--- src/sec_cfg.svh ---
// constants for the serial eeprom command and protection block
`ifndef SEC_CFG_SVH
`define SEC_CFG_SVH
`define SEC_OP_SET_WL 8'h06
`define SEC_OP_CLR_WL 8'h04
`define SEC_OP_RD_SR 8'h05
`define SEC_OP_WR_SR 8'h01
`define SEC_OP_READ 8'h03
`define SEC_OP_WRITE 8'h02
`define SEC_SR_LOCK 7
`define SEC_SR_BGH 3
`define SEC_SR_BGL 2
`define SEC_SR_WL 1
`define SEC_SR_BUSY 0
`define SEC_SR_WMASK 8'hFC
`define SEC_QTR_BASE 13'h1800
`define SEC_HALF_BASE 13'h1000
`define SEC_WRITE_MS 3
`define SEC_CLK_MHZ 125
`endif

--- src/sec_pkg.sv ---
// types for the serial eeprom command and protection block
package sec_pkg;
    typedef enum logic [2:0] {
        SEC_OPC = 3'h0,
        SEC_ADR = 3'h1,
        SEC_DAT = 3'h3,
        SEC_OUT = 3'h2,
        SEC_IGN = 3'h6
    } sec_state_t;
endpackage : sec_pkg

--- src/sec_core.sv ---
// serial eeprom command decode, status register and write protection
`include "sec_cfg.svh"
`timescale 1ns/1ps
`default_nettype none
module sec_core #(
    parameter int WRITE_CYCLES = `SEC_WRITE_MS * `SEC_CLK_MHZ * 1000,
    parameter int PAGE_BYTES = 32,
    parameter int ADDR_BITS = 13
) (
    // clock and reset
    input wire logic ref_clk,
    input wire logic resetn,
    // spi pins
    input wire logic cs_n,
    input wire logic sck,
    input wire logic si,
    input wire logic hold_n,
    input wire logic wp_n,
    output logic so,
    output logic so_oe,
    // array write port, one pulse per programmed byte
    output logic prog_we,
    output logic [ADDR_BITS-1:0] prog_addr,
    output logic [7:0] prog_data,
    output logic [7:0] status_control_register
);
    localparam int PW = $clog2(PAGE_BYTES);
    logic cs_f, sck_f, si_f, hold_f, wp_f;
    // every pin passes the three-stage filter
    sec_sync #(.INIT(1'b1)) u_cs (.ref_clk(ref_clk), .resetn(resetn), .pin(cs_n), .level(cs_f));
    sec_sync #(.INIT(1'b0)) u_sck (.ref_clk(ref_clk), .resetn(resetn), .pin(sck), .level(sck_f));
    sec_sync #(.INIT(1'b0)) u_si (.ref_clk(ref_clk), .resetn(resetn), .pin(si), .level(si_f));
    sec_sync #(.INIT(1'b1)) u_hd (.ref_clk(ref_clk), .resetn(resetn), .pin(hold_n), .level(hold_f));
    sec_sync #(.INIT(1'b1)) u_wp (.ref_clk(ref_clk), .resetn(resetn), .pin(wp_n), .level(wp_f));

    logic cs_d, sck_d;
    sec_pkg::sec_state_t state;
    logic [7:0] shreg;
    logic [4:0] bitcnt;
    logic [7:0] opcode;
    logic [15:0] addr;
    logic [7:0] page_buf [PAGE_BYTES];
    logic [PAGE_BYTES-1:0] page_vld;
    logic [5:0] nbytes;
    logic [7:0] out_sh;
    logic lock, bg_high, bg_low, wl, busy;
    logic [31:0] wcnt;
    logic [PW-1:0] drain;
    logic draining;

    // edge detection on filtered pins
    wire cs_fall = cs_d & ~cs_f;
    wire cs_rise = ~cs_d & cs_f;
    wire active = ~cs_f & hold_f;
    wire sck_rise = active & sck_f & ~sck_d;
    wire sck_fall = active & ~sck_f & sck_d;
    wire [7:0] next_shreg = {shreg[6:0], si_f};
    wire byte_done = sck_rise & (bitcnt[2:0] == 3'h7);

    // decode of the opcode byte
    wire [7:0] op_in = next_shreg;
    wire is_set = opcode == `SEC_OP_SET_WL;
    wire is_clr = opcode == `SEC_OP_CLR_WL;
    wire is_read_status_cmd = op_in == `SEC_OP_RD_SR;
    wire is_write_status_cmd = opcode == `SEC_OP_WR_SR;
    wire is_write = opcode == `SEC_OP_WRITE;
    wire op_known = (op_in == `SEC_OP_SET_WL) | (op_in == `SEC_OP_CLR_WL) | is_read_status_cmd
                  | (op_in == `SEC_OP_WR_SR) | (op_in == `SEC_OP_READ)
                  | (op_in == `SEC_OP_WRITE);
    wire op_take = busy ? is_read_status_cmd : op_known;

    // protection evaluation
    wire hw_lock = lock & ~wp_f;
    wire [ADDR_BITS-1:0] waddr = addr[ADDR_BITS-1:0];
    wire in_guard = ({bg_high, bg_low} == 2'b11)
                  | ({bg_high, bg_low} == 2'b10 & waddr >= `SEC_HALF_BASE)
                  | ({bg_high, bg_low} == 2'b01 & waddr >= `SEC_QTR_BASE);
    wire array_ok = wl & ~in_guard;
    wire sr_ok = wl & ~hw_lock;
    wire [7:0] sr_view = {lock, 3'h0, bg_high, bg_low, wl, busy};
    wire [PW-1:0] pg_idx = addr[PW-1:0];
    wire [PW-1:0] drain_idx = PW'(drain);

    // frame state and shifter
    always_ff @(posedge ref_clk) begin
        if (!resetn) begin
            cs_d <= 1'b1;
            sck_d <= 1'b0;
            state <= sec_pkg::SEC_IGN;
            shreg <= 8'h00;
            bitcnt <= 5'h00;
            opcode <= 8'h00;
            addr <= 16'h0000;
        end else begin
            cs_d <= cs_f;
            sck_d <= sck_f;
            if (cs_fall) begin
                state <= sec_pkg::SEC_OPC;
                bitcnt <= 5'h00;
            end else if (sck_rise) begin
                shreg <= next_shreg;
                bitcnt <= bitcnt + 5'h01;
                unique case (state)
                    sec_pkg::SEC_OPC: if (byte_done) begin
                        opcode <= op_in;
                        bitcnt <= 5'h00;
                        if (!op_take) state <= sec_pkg::SEC_IGN;
                        else if (op_in == `SEC_OP_WRITE || op_in == `SEC_OP_READ)
                            state <= sec_pkg::SEC_ADR;
                        else state <= sec_pkg::SEC_DAT;
                    end
                    sec_pkg::SEC_ADR: begin
                        addr <= {addr[14:0], si_f};
                        if (bitcnt == 5'h0F) begin
                            bitcnt <= 5'h00;
                            state <= is_write ? sec_pkg::SEC_DAT : sec_pkg::SEC_OUT;
                        end
                    end
                    sec_pkg::SEC_DAT: if (byte_done && is_write && nbytes != 6'h00) begin
                        addr[PW-1:0] <= pg_idx + PW'(1);
                    end
                    sec_pkg::SEC_OUT, sec_pkg::SEC_IGN: begin
                    end
                endcase
            end
        end
    end

    // page buffer loading and status fields
    always_ff @(posedge ref_clk) begin
        if (!resetn) begin
            wl <= 1'b0;
            busy <= 1'b0;
            lock <= 1'b0;
            bg_high <= 1'b0;
            bg_low <= 1'b0;
            page_vld <= '0;
            nbytes <= 6'h00;
            wcnt <= 32'h0;
            draining <= 1'b0;
            drain <= '0;
        end else begin
            if (cs_fall) begin
                page_vld <= '0;
                nbytes <= 6'h00;
            end
            if (sck_rise && state == sec_pkg::SEC_DAT && byte_done && is_write) begin
                page_buf[nbytes == 6'h00 ? pg_idx : pg_idx + PW'(1)] <= next_shreg;
                page_vld[nbytes == 6'h00 ? pg_idx : pg_idx + PW'(1)] <= 1'b1;
                if (nbytes != 6'h3F) nbytes <= nbytes + 6'h01;
            end
            if (cs_rise && state == sec_pkg::SEC_DAT) begin
                if (is_clr && bitcnt == 5'h00) wl <= 1'b0;
                if (is_set && bitcnt == 5'h00) wl <= 1'b1;
                if (is_write_status_cmd && bitcnt == 5'h08 && sr_ok) begin
                    lock <= shreg[`SEC_SR_LOCK];
                    bg_high <= shreg[`SEC_SR_BGH];
                    bg_low <= shreg[`SEC_SR_BGL];
                    busy <= 1'b1;
                    wcnt <= 32'h0;
                end
                // frame must end on a byte boundary; the bit count wraps every four bytes
                if (is_write && bitcnt[2:0] == 3'h0 && nbytes != 6'h00 && array_ok) begin
                    busy <= 1'b1;
                    draining <= 1'b1;
                    drain <= '0;
                    wcnt <= 32'h0;
                end
            end
            if (draining) begin
                drain <= drain + PW'(1);
                if (drain == PW'(PAGE_BYTES - 1)) draining <= 1'b0;
            end
            if (busy) begin
                wcnt <= wcnt + 32'h1;
                if (wcnt == 32'(WRITE_CYCLES - 1)) begin
                    busy <= 1'b0;
                    wl <= 1'b0;
                end
            end
        end
    end

    // serial output and array programming port
    always_ff @(posedge ref_clk) begin
        if (!resetn) begin
            so <= 1'b0;
            so_oe <= 1'b0;
            out_sh <= 8'h00;
            prog_we <= 1'b0;
            prog_addr <= '0;
            prog_data <= 8'h00;
            status_control_register <= 8'h00;
        end else begin
            status_control_register <= sr_view;
            prog_we <= draining & page_vld[drain_idx];
            prog_addr <= {waddr[ADDR_BITS-1:PW], drain_idx};
            prog_data <= page_buf[drain_idx];
            if (sck_rise && state == sec_pkg::SEC_OPC && byte_done && is_read_status_cmd && op_take) begin
                out_sh <= sr_view;
            end else if (sck_fall && state == sec_pkg::SEC_DAT && opcode == `SEC_OP_RD_SR) begin
                so <= out_sh[7];
                so_oe <= 1'b1;
                out_sh <= {out_sh[6:0], out_sh[7]};
            end
            if (cs_f || !hold_f) so_oe <= 1'b0;
        end
    end
endmodule : sec_core
`default_nettype wire

--- src/sec_sync.sv ---
// three-stage input synchroniser with agreement filter
`timescale 1ns/1ps
`default_nettype none
module sec_sync #(
    parameter logic INIT = 1'b1
) (
    // clock and reset
    input wire logic ref_clk,
    input wire logic resetn,
    // pin and filtered level
    input wire logic pin,
    output logic level
);
    logic s1;
    logic s2;
    logic s3;
    // level only moves once the last two stages agree
    always_ff @(posedge ref_clk) begin
        if (!resetn) begin
            s1 <= INIT;
            s2 <= INIT;
            s3 <= INIT;
            level <= INIT;
        end else begin
            s1 <= pin;
            s2 <= s1;
            s3 <= s2;
            if (s2 == s3) begin
                level <= s3;
            end
        end
    end
endmodule : sec_sync
`default_nettype wire

--- config.mk ---
export PLATFORM = sky130hd
export DESIGN_NAME = sec_core
export DESIGN_NICKNAME = d
export VERILOG_FILES = /design/src/sec_pkg.sv /design/src/sec_core.sv /design/src/sec_sync.sv
export VERILOG_INCLUDE_DIRS = /design/src /design/src/src
export SDC_FILE = /design/constraint.sdc
export NUM_CORES = 1
export LEC_CHECK = 0
export ABC_CLOCK_PERIOD_IN_PS = 3600
export BUFFER_PORTS_ARGS = -buffer_cell sky130_fd_sc_hd__buf_2
export CORE_MARGIN = 3
export CORE_UTILIZATION = 62
export DETAILED_ROUTE_END_ITERATION = 7
export PLACE_DENSITY = 0.91
export RECOVER_POWER = 25
export SYNTH_ARGS = -nofsm -noshare
export SYNTH_HDL_FRONTEND = slang
export SYNTH_SLANG_ARGS = --single-unit
export TNS_END_PERCENT = 100
--- constraint.sdc ---
create_clock -name ref_clk -period 3.6 [get_ports ref_clk]
set_input_delay 0.72 -clock ref_clk [delete_from_list [all_inputs] [get_ports ref_clk]]
set_output_delay 0.72 -clock ref_clk [all_outputs]
set_load 0.01 [all_outputs]
## After elaboration in Yosys (flattened, before gate mapping)

Memory sizes are Yosys's and may differ from the RTL's. A register that Yosys moved wholly into a read port is not among the register bits.
Index checks and enable logic that the tools add are counted.
W data, S select, Z words.

| word-level totals | value |
|---|---|
| flip-flop bits (word level) | 172 |
| memory bits (writable) | 256 |
| bits of input ports | 7 |
| output and inout bits | 32 |
| memories | 1 |

| cells by class | value |
|---|---|
| $add $sub $neg | 5 |
| magnitude comparators | 5 |
| equal/unequal tests | 32 |
| muxes and demuxes | 51 |
| bitwise gates (word level) | 32 |
| reduce and logical (&&, ||, !) cells | 51 |

Memories:

| memory | depth | bits a word | read ports | clocked after Yosys merged registers in | write ports | RTL line | text |
|---|---|---|---|---|---|---|---|
| page_buf | 32 | 8 | 1 | 1 | 1 | sec_core.sv:42 | `logic [7:0] page_buf [PAGE_BYTES];` |

Operator list:

| operator | count |
|---|---|
| $mux W32 | 7 |
| $eq A8 B3 Y1 const B | 6 |
| $mux W5 | 7 |
| $add A32 B1 Y32 const B | 1 |
| $eq A32 B19 Y1 const B | 1 |
| $or A32 B32 Y32 | 1 |
| $ge A13 B13 Y1 const B | 2 |
| $eq A8 B2 Y1 const B | 3 |
| $mux W1 | 21 |
| $logic_and A1 B1 Y1 | 20 |
| $pmux W5 S2 | 2 |
| $mux W6 | 3 |
| $eq A8 B1 Y1 const B | 2 |
| $mux W8 | 2 |
| $reduce_and A4 Y1 | 4 |
| $add A5 B1 Y5 const B | 3 |
| $mux W3 | 5 |
| $and A1 B1 Y1 | 14 |
| $reduce_bool A2 Y1 | 7 |
| $lt A5 B6 Y1 const B | 2 |
| $eq A5 B4 Y1 const B | 2 |
| $not A1 Y1 | 10 |
| $reduce_and A2 Y1 | 5 |
| $or A1 B1 Y1 | 7 |
| 25 further kinds | 39 |

## Longest topological paths before layout

Gate-level depths: netlist (run 1).

| logic depth | value |
|---|---|
| depth after elaboration | 12 |
| mapped depth | 11 |
| gate-level depth less buffers | 9 |

## Modules after synthesis

A second synthesis (run 1) with hierarchy kept.

| second synthesis, totals | value |
|---|---|
| cells, all modules | 1,254 |
| area total of the unflattened synthesis | 17,301.6 µm² |

Modules (own cells, without submodules):

| module | times used | cells each | area an instance (µm²) | sequential area each (µm²) |
|---|---|---|---|---|
| sec_core | 1 | 1,204 | 16,731.0 | 10,830.4 |
| sec_sync at u_cs ... | 3 | 10 | 112.6 | 80.1 |
| sec_sync at u_sck ... | 2 | 10 | 116.4 | 80.1 |

## Worst setup path before layout (run 1)

No wires, ideal clock.

| timing | value |
|---|---|
| path kind | register to register |
| from | reg nbytes[0] |
| to | mem page_buf[21][0] (enable) |
| library setup time | 0.383 ns |
| arrival | 2.471 ns |
| data required time | 3.217 ns |
| slack | 0.746 ns |
| stages on the path, launching flop included | 11 |
| buffers on the path | 2 |
| clock period less this slack | 2.854 ns |
| cell sequence | dfxtp_1 > inv_1 > ha_1 > or4b_4 > or2_1 > buf_2 > nor2_1 > mux2_2 > nand2_1 > buf_2 > nor3_1 |

| on the way | value |
|---|---|
| word-level cells in the longest chain between the ends | 2 |

RTL lines:

| what | RTL line | text |
|---|---|---|
| from (decl) | sec_core.sv:44 | `logic [5:0] nbytes;` |
| from (signal assigned) | sec_core.sv:150 | `if (nbytes != 6'h3F) nbytes <= nbytes + 6'h01;` |
| $logic_not A6 Y1 | sec_core.sv:148 | `page_buf[nbytes == 6'h00 ? pg_idx : pg_idx + PW'(1)] <= next_shreg;` |
| $mux W5 | sec_core.sv:148 |  |
| to (decl) | sec_core.sv:42 |  |

Every way passes these cells.

## Worst setup path after layout (run 1)

| timing | value |
|---|---|
| from | reg nbytes[0] |
| to | mem page_buf[4][7] (enable) |

Same word-level chain as after synthesis.

==> summary.md, run 1 <==
| Metric | Value |
|---|---|
| Status | finished, violations left |
| Failing checks | max-capacitance violations, max-slew violations |
| Clk sinks | 433 |
| Final setup fails | 0 |
| Dpl cell area | 18000 um2 |
| Worst hold path class | primary input to flop |
| Largest net degree at the start of global routing | 46 |
| Layout Area Growth over Synthesis | 11.5% |
| Max IR drop VDD | 0.000355 V |
| Reg2Reg Setup Slack | 210 ps |
| Met2 Resource Use GR | 48.0% |
| CP Capture Point | page_buf[4][7] |
| WP buf/inv | 1 |
| Root buf cell | clkbuf_16 |
| GRT Total Usage | 28.0% |
| Worst clock skew | 27.3 ps |
| # fillers | 1673 |
| Main synth FF type | edfxtp_1 |
| Crit. End Element | flop |
| Clock latency on the worst-skew pair | 550 ps |
| Slowest cell on crit path | nor3_1 |
| Placeable core region | 27300 um2 |
| Fin nets | 1326 |
| CTS tree | yes |
| CP top delay family | simple AND/OR/NAND/NOR gates |
| First-pass iteration count of the detailed router | 5 |
| Initial antenna violation count | 1 |
| Post-CTS setup buffer count | 0 |
| Die area | 30200 um2 |
| Slew @ Worst Pin | 2030 ps |
| Largest stage delay, worst path | 1060 ps |
| Most frequent cells in the layout | 256 x edfxtp_1, 174 x dfxtp_1, 104 x nor2_1, 95 x nand2_1, 81 x mux4_2 |
| MaxCap Viol Count | 6 |
| Crit path from | nbytes[0] |
| Post-detail-place hpwl | 25.0 mm |
| Avg Cell Area, Syn | 13.8 um2 |
| Unrepaired setup endpoints after global routing | no |
| Register Area | 11200 um2 |
| Final antenna-violating net count | 0 |
| Initial Util | 63.9% |
| Period utilisation layout | 94.3% |
| EDFF count, synth | 256 |
| Final worst path period need | 3390 ps |
| Gr busiest metal | met2 |
| Critical Path AT | 3540 ps |
| Residual DRC | 0 |
| Die Width | 174 um |
| Syn Inst Count | 1269 |
| H-Tree Depth | 2 |
| Die H | 174 um |
| Number of CTS-inserted buffers | 42 |
| Fmax achieved | 295 MHz |
| Crit start category | flop |
| Final wirelength | 42.2 mm |
| Crit Path Max Fanout | 8 |
| Vias/cell | 6.66 |
| Design area | 19500 um2 |
| Reg2Reg Depth | 8 |
| Top-Level Pins | 39 |
| Number of DRC markers in iteration 0 | 1638 |
| Grt ovf | 0 |
| Port bufs | 35 |
| CTS Buffer Depth | 3 |
| Commonest non-fill, non-tap cell in the layout | edfxtp_1 |
| Post-synth cell types | 74 |
| Crit path depth | 8 |
| CP cell instances | inv_1, ha_1, or4b_4, or2_1, nor2_1, mux2_2, nand2_1, nor3_1 |
| FF-to-FF End | page_buf[4][7] |
| FF-to-FF Start | nbytes[0] |
| Met3 Track Usage GR | 4.03% |
| Final RePlAce weighted congestion | 0.880 |
| Sequential cell area fraction in the yosys report | 64.4% |
| Crit path kind | flop to flop |
| Share of layout cells above drive strength 1 | 17.5% |
| Final Util | 71.2% |
| Asr flop ratio synth | 0% |
| Vias in the first global route | 11200 |
| Final Hold Viols | 0 |
| Final Max Slew Viols | 230 |
| Lkg Pwr | 0.00654 uW |
| Via Count | 11400 |
| Netlist Area Pre-Place | 17500 um2 |
| Area of the multi-input gates | 5790 um2 |
| Power per Cell Area | 503 nW/um2 |
| Hold-fix buffers, CTS | 0 |
| Total power | 9780 uW |
| Slew headroom | -35.3% |
| Clock slew at reported path FFs | 60 ps |
| Num rows | 60 |
| Worst endpoint required time | 3750 ps |
| Met1 Use GR | 36.6% |
| WL per Instance | 24.6 um |
| #FFs+latches synth | 433 |
| Synth Warn # | 0 |
| First-pass GRT wire length | 66.1 mm |
| Setup TNS | 0 ps |
[routing by layer]
metal | vias to the layer above | wire length [um]
met5 | - | 0
met4 | 0 | 1740
met3 | 136 | 3510
met2 | 746 | 21300
met1 | 5630 | 15600
li1 | 4903 | -
[repair_timing]
action / CTS / global route
setup endpoints to repair: 0 / 8
gates resized for setup: 0 / 1
hold endpoints to repair: 0 / 0
[cells by family after synthesis]
family,Yosys count,share of synthesized area [%]
flops,433,64.4
buf+inv,100,2.52
fa+ha+maj,11,0.789
xor+xnor,4,0.201
other cells,1,0.0215
mux,123,12.9
simple gates,379,11.2
compound gates,218,8.01
[cell usage after synthesis, types with 9 or more instances]
library cell,count,area [um2]
nor3_1,22,110
a22oi_1,10,75.1
mux4_2,81,1820
and3_1,12,75.1
o31ai_1,20,150
ha_1,11,138
or4_1,10,75.1
a22o_1,9,78.8
nor2_1,105,394
o21ai_0,46,230
nand4_1,11,68.8
a211oi_1,11,82.6
a31oi_1,9,56.3
inv_1,24,90.1
and2_1,18,113
edfxtp_1,256,7690
mux2i_1,39,390
buf_2,16,80.1
a21oi_1,70,350
clkbuf_1,46,173
dfxtp_1,177,3540
nand2b_1,18,113
nor2b_1,14,87.6
nand3_1,22,110
nand2_1,95,357
[per-stage QoR]
stage / std cells / hold slack (ps) / setup slack, ps
after global placement: 1636 / 402 / 498
after detailed placement: 1636 / 398 / 314
after CTS: 1713 / 343 / 243
after floorplan: 1271 / 386 / 746
final: 1714 / 353 / 207
after global routing: 1713 / 351 / 22.6
[worst min path at each step]
stage | slack (ps) | end | cells past startpoint | from
2_1_floorplan | 390 | u_cs.s2 | 1 | u_cs.s1
3_3_place_gp | 400 | u_wp.s2 | 1 | u_wp.s1
3_5_place_dp | 400 | u_wp.s2 | 1 | u_wp.s1
4_1_cts | 340 | u_wp.s1 | 2 | wp_n
5_1_grt | 350 | u_cs.s1 | 2 | cs_n
6_report | 350 | u_cs.s1 | 2 | cs_n
[power breakdown]
group	internal [uW]	total (uW)	switching, uW	leakage [uW]
clock	2670	4530	1860	0.000690
sequential	5190	5200	4.73	0.00380
combinational	13.4	56.0	42.6	0.00204
[registers in the layout, summed over array words and instances (netlist names), 3 cells and up]
signal                   count
bitcnt                       5
status_control_register      5
page_vld                    32
out_sh                       8
page_buf                   256
state                        3
drain                        5
opcode                       8
prog_data                    8
addr                        13
prog_addr                   13
shreg                        8
wcnt                        32
nbytes                       6
[final cells by class]
cell class | instances | area share [%]
Clock buffer | 61 | 6.30
Clock inverter | 16 | 0.997
Timing Repair Buffer | 69 | 2.28
Tap cell | 372 | 2.39
Multi-Input combinational cell | 738 | 29.8
Inverter | 24 | 0.463
Sequential cell | 433 | 57.8
Antenna cell | 1 | 0.0129
No activity file was read; power rests on OpenSTA's default activity.
==> run 2, diff against run 1 <==
--- a/config.mk
+++ b/config.mk
@@ -7,7 +7,7 @@
 export NUM_CORES = 1
 export LEC_CHECK = 0
 export ABC_CLOCK_PERIOD_IN_PS = 3600
-export BUFFER_PORTS_ARGS = -buffer_cell sky130_fd_sc_hd__buf_2
+export BUFFER_PORTS_ARGS = -buffer_cell sky130_fd_sc_hd__clkbuf_2
 export CORE_MARGIN = 3
 export CORE_UTILIZATION = 62
 export DETAILED_ROUTE_END_ITERATION = 7
==> run 2 against run 1 <==
Against the previous run: the flow still finishes with violations (max-capacitance violations, max-slew violations); sequential cell count stayed put; final cell count is 1.1% higher; die area stayed put; critical path depth stayed put; non-clock buffer count is 19 higher; critical path type unchanged; critical endpoint is now page_buf[22][3]; largest power group unchanged.
==> summary.md, run 2 (synthesis results as in run 1) <==
| Metric | Value |
|---|---|
| Status | finished, violations left |
| Failing checks | max-capacitance violations, max-slew violations |
| Crit start category | flop |
| Worst clock skew | 19.3 ps (-7.96 ps) |
| Slew @ Worst Pin | 2120 ps (+92.2 ps) |
| Initial Util | 63.9% (unchanged) |
| Fin nets | 1345 (+1.4%) |
| Final setup fails | 0 (unchanged) |
| Power per Cell Area | 492 nW/um2 (-2.1%) |
| Final Hold Viols | 0 (unchanged) |
| Residual DRC | 0 (unchanged) |
| Setup TNS | 0 ps (unchanged) |
| Period utilisation layout | 91.7% (-2.6 points) |
| Grt ovf | 0 (unchanged) |
| Unrepaired setup endpoints after global routing | no |
| Die H | 174 um (unchanged) |
| Vias/cell | 6.61 (-0.79%) |
| Clk sinks | 433 (unchanged) |
| Largest net degree at the start of global routing | 46 (unchanged) |
| Final Max Slew Viols | 229 (-0.43%) |
| Antenna cells | 0 (-1) |
| Top-Level Pins | 39 (unchanged) |
| Port bufs | 35 (unchanged) |
| First-pass iteration count of the detailed router | 6 (+1) |
| Lkg Pwr | 0.00660 uW (+0.97%) |
| Largest register by flop count | page_buf |
| Num rows | 60 (unchanged) |
| MaxCap Viol Count | 6 (unchanged) |
| Most frequent cells in the layout | 256 x edfxtp_1, 173 x dfxtp_1, 104 x nor2_1, 95 x nand2_1, 81 x mux4_2 |
| Clock latency on the worst-skew pair | 540 ps (about the same) |
| CTS Buffer Depth | 3 (unchanged) |
| Post-CTS setup buffer count | 0 (unchanged) |
| Hold-fix buffers, CTS | 0 (unchanged) |
| Number of CTS-inserted buffers | 42 (unchanged) |
| Post-detail-place hpwl | 25.4 mm (+1.4%) |
| Final wirelength | 42.5 mm (+0.89%) |
| Final antenna-violating net count | 0 (unchanged) |
| H-Tree Depth | 2 (unchanged) |
| Root buf cell | clkbuf_16 |
| Resized cells post-CTS | 0 (unchanged) |
| Via Count | 11500 (+0.31%) |
| Final worst path period need | 3300 ps (-93.1 ps) |
| Final Util | 71.4% (+0.22 points) |
| WL per Instance | 24.5 um (-0.22%) |
| Max IR drop VDD | 0.000372 V (+4.8%) |
| Placeable core region | 27300 um2 (unchanged) |
| Top flop regs | page_buf x256, page_vld x32, wcnt x32 |
| Crit path kind | flop to flop |
| Initial antenna violation count | 0 (-1) |
| Slew headroom | -41.5% (-6.1 points) |
| Layout Area Growth over Synthesis | 11.8% |
| First-pass GRT wire length | 65.7 mm (-0.66%) |
| Worst hold path class | primary input to flop |
| GRT Total Usage | 27.8% (-0.19 points) |
| Critical Path AT | 3460 ps (-80 ps) |
| Share of layout cells above drive strength 1 | 18.8% (+1.3 points) |
| Clock slew at reported path FFs | 60 ps (about the same) |
| Commonest non-fill, non-tap cell in the layout | edfxtp_1 |
| Final RePlAce weighted congestion | 0.887 (+0.82%) |
| Worst endpoint required time | 3760 ps (about the same) |
| CTS tree | yes |
| Number of DRC markers in iteration 0 | 1485 (-9.3%) |
| Crit Path Max Fanout | 9 (+1) |
| Die Width | 174 um (unchanged) |
| Crit. End Element | flop |
| Fmax achieved | 303 MHz (+2.8%) |
| Die area | 30200 um2 (unchanged) |
| Flip-flop count of the largest register after layout | 256 (unchanged) |
| Vias in the first global route | 11400 (+1.3%) |
[run 2: cell types whose count changed in the layout (fill, tap and decap cells not counted), sizes merged]
cell      previous run  this run
diode                1         0
bufinv               4         3
buf                 62        47
clkinvlp             2         1
clkinv               8        15
clkbuf              68        98
[run 2: path summary, 6_finish.rpt]
path,from,to,slack [ps],cells after the start
worst max-delay path,nbytes[0],page_buf[22][3],300,8
worst min-delay path,wp_n,u_wp.s1,360,2
worst max register to register,nbytes[0],page_buf[22][3],300,8
worst min register to register,u_hd.s1,u_hd.s2,410,1
[run 2: critical path, cell delays in order (launching register included)]
cell and delay (ps):
dfxtp_1 340, inv_1 80, ha_1 140, or4b_4 490, nor2_1 290, nand2_1 110
o21ai_0 150, nand2_1 310, nor3_1 1010
[run 2: layer usage]
metal  routed length (um)  track usage (%)
met5                    0                0
met4                 1510             9.82
met3                 3520             4.31
met2                22300             49.3
met1                15200             35.0
[run 2: power by group]
part	internal, uW	switching [uW]
Clock	2510	1840
Sequential	5190	4.36
Combinational	14.2	43.4
[run 2: final cells by class]
type / count / area, um2
repair buffers: 88 / 562
flip-flops and latches: 433 / 11200
clock inverters: 21 / 199
clock buffers: 57 / 1170
inverters: 24 / 90.1
fillers: 1675 / 7810
well taps: 372 / 465
multi-input cells: 738 / 5790
[run 2: metrics by stage]
stage | hold slack (ps) | cells | setup WS (ps) | power [uW] | area, um2
4_1_cts | 352 | 1733 | 307 | 9640 | 19500
2_1_floorplan | 386 | 1271 | 746 | 5340 | 17500
5_1_grt | 365 | 1733 | 95.8 | 9830 | 19500
6_report | 363 | 1733 | 300 | 9600 | 19500
3_5_place_dp | 397 | 1655 | 402 | 5360 | 18200
3_3_place_gp | 399 | 1655 | 577 | 5360 | 18200
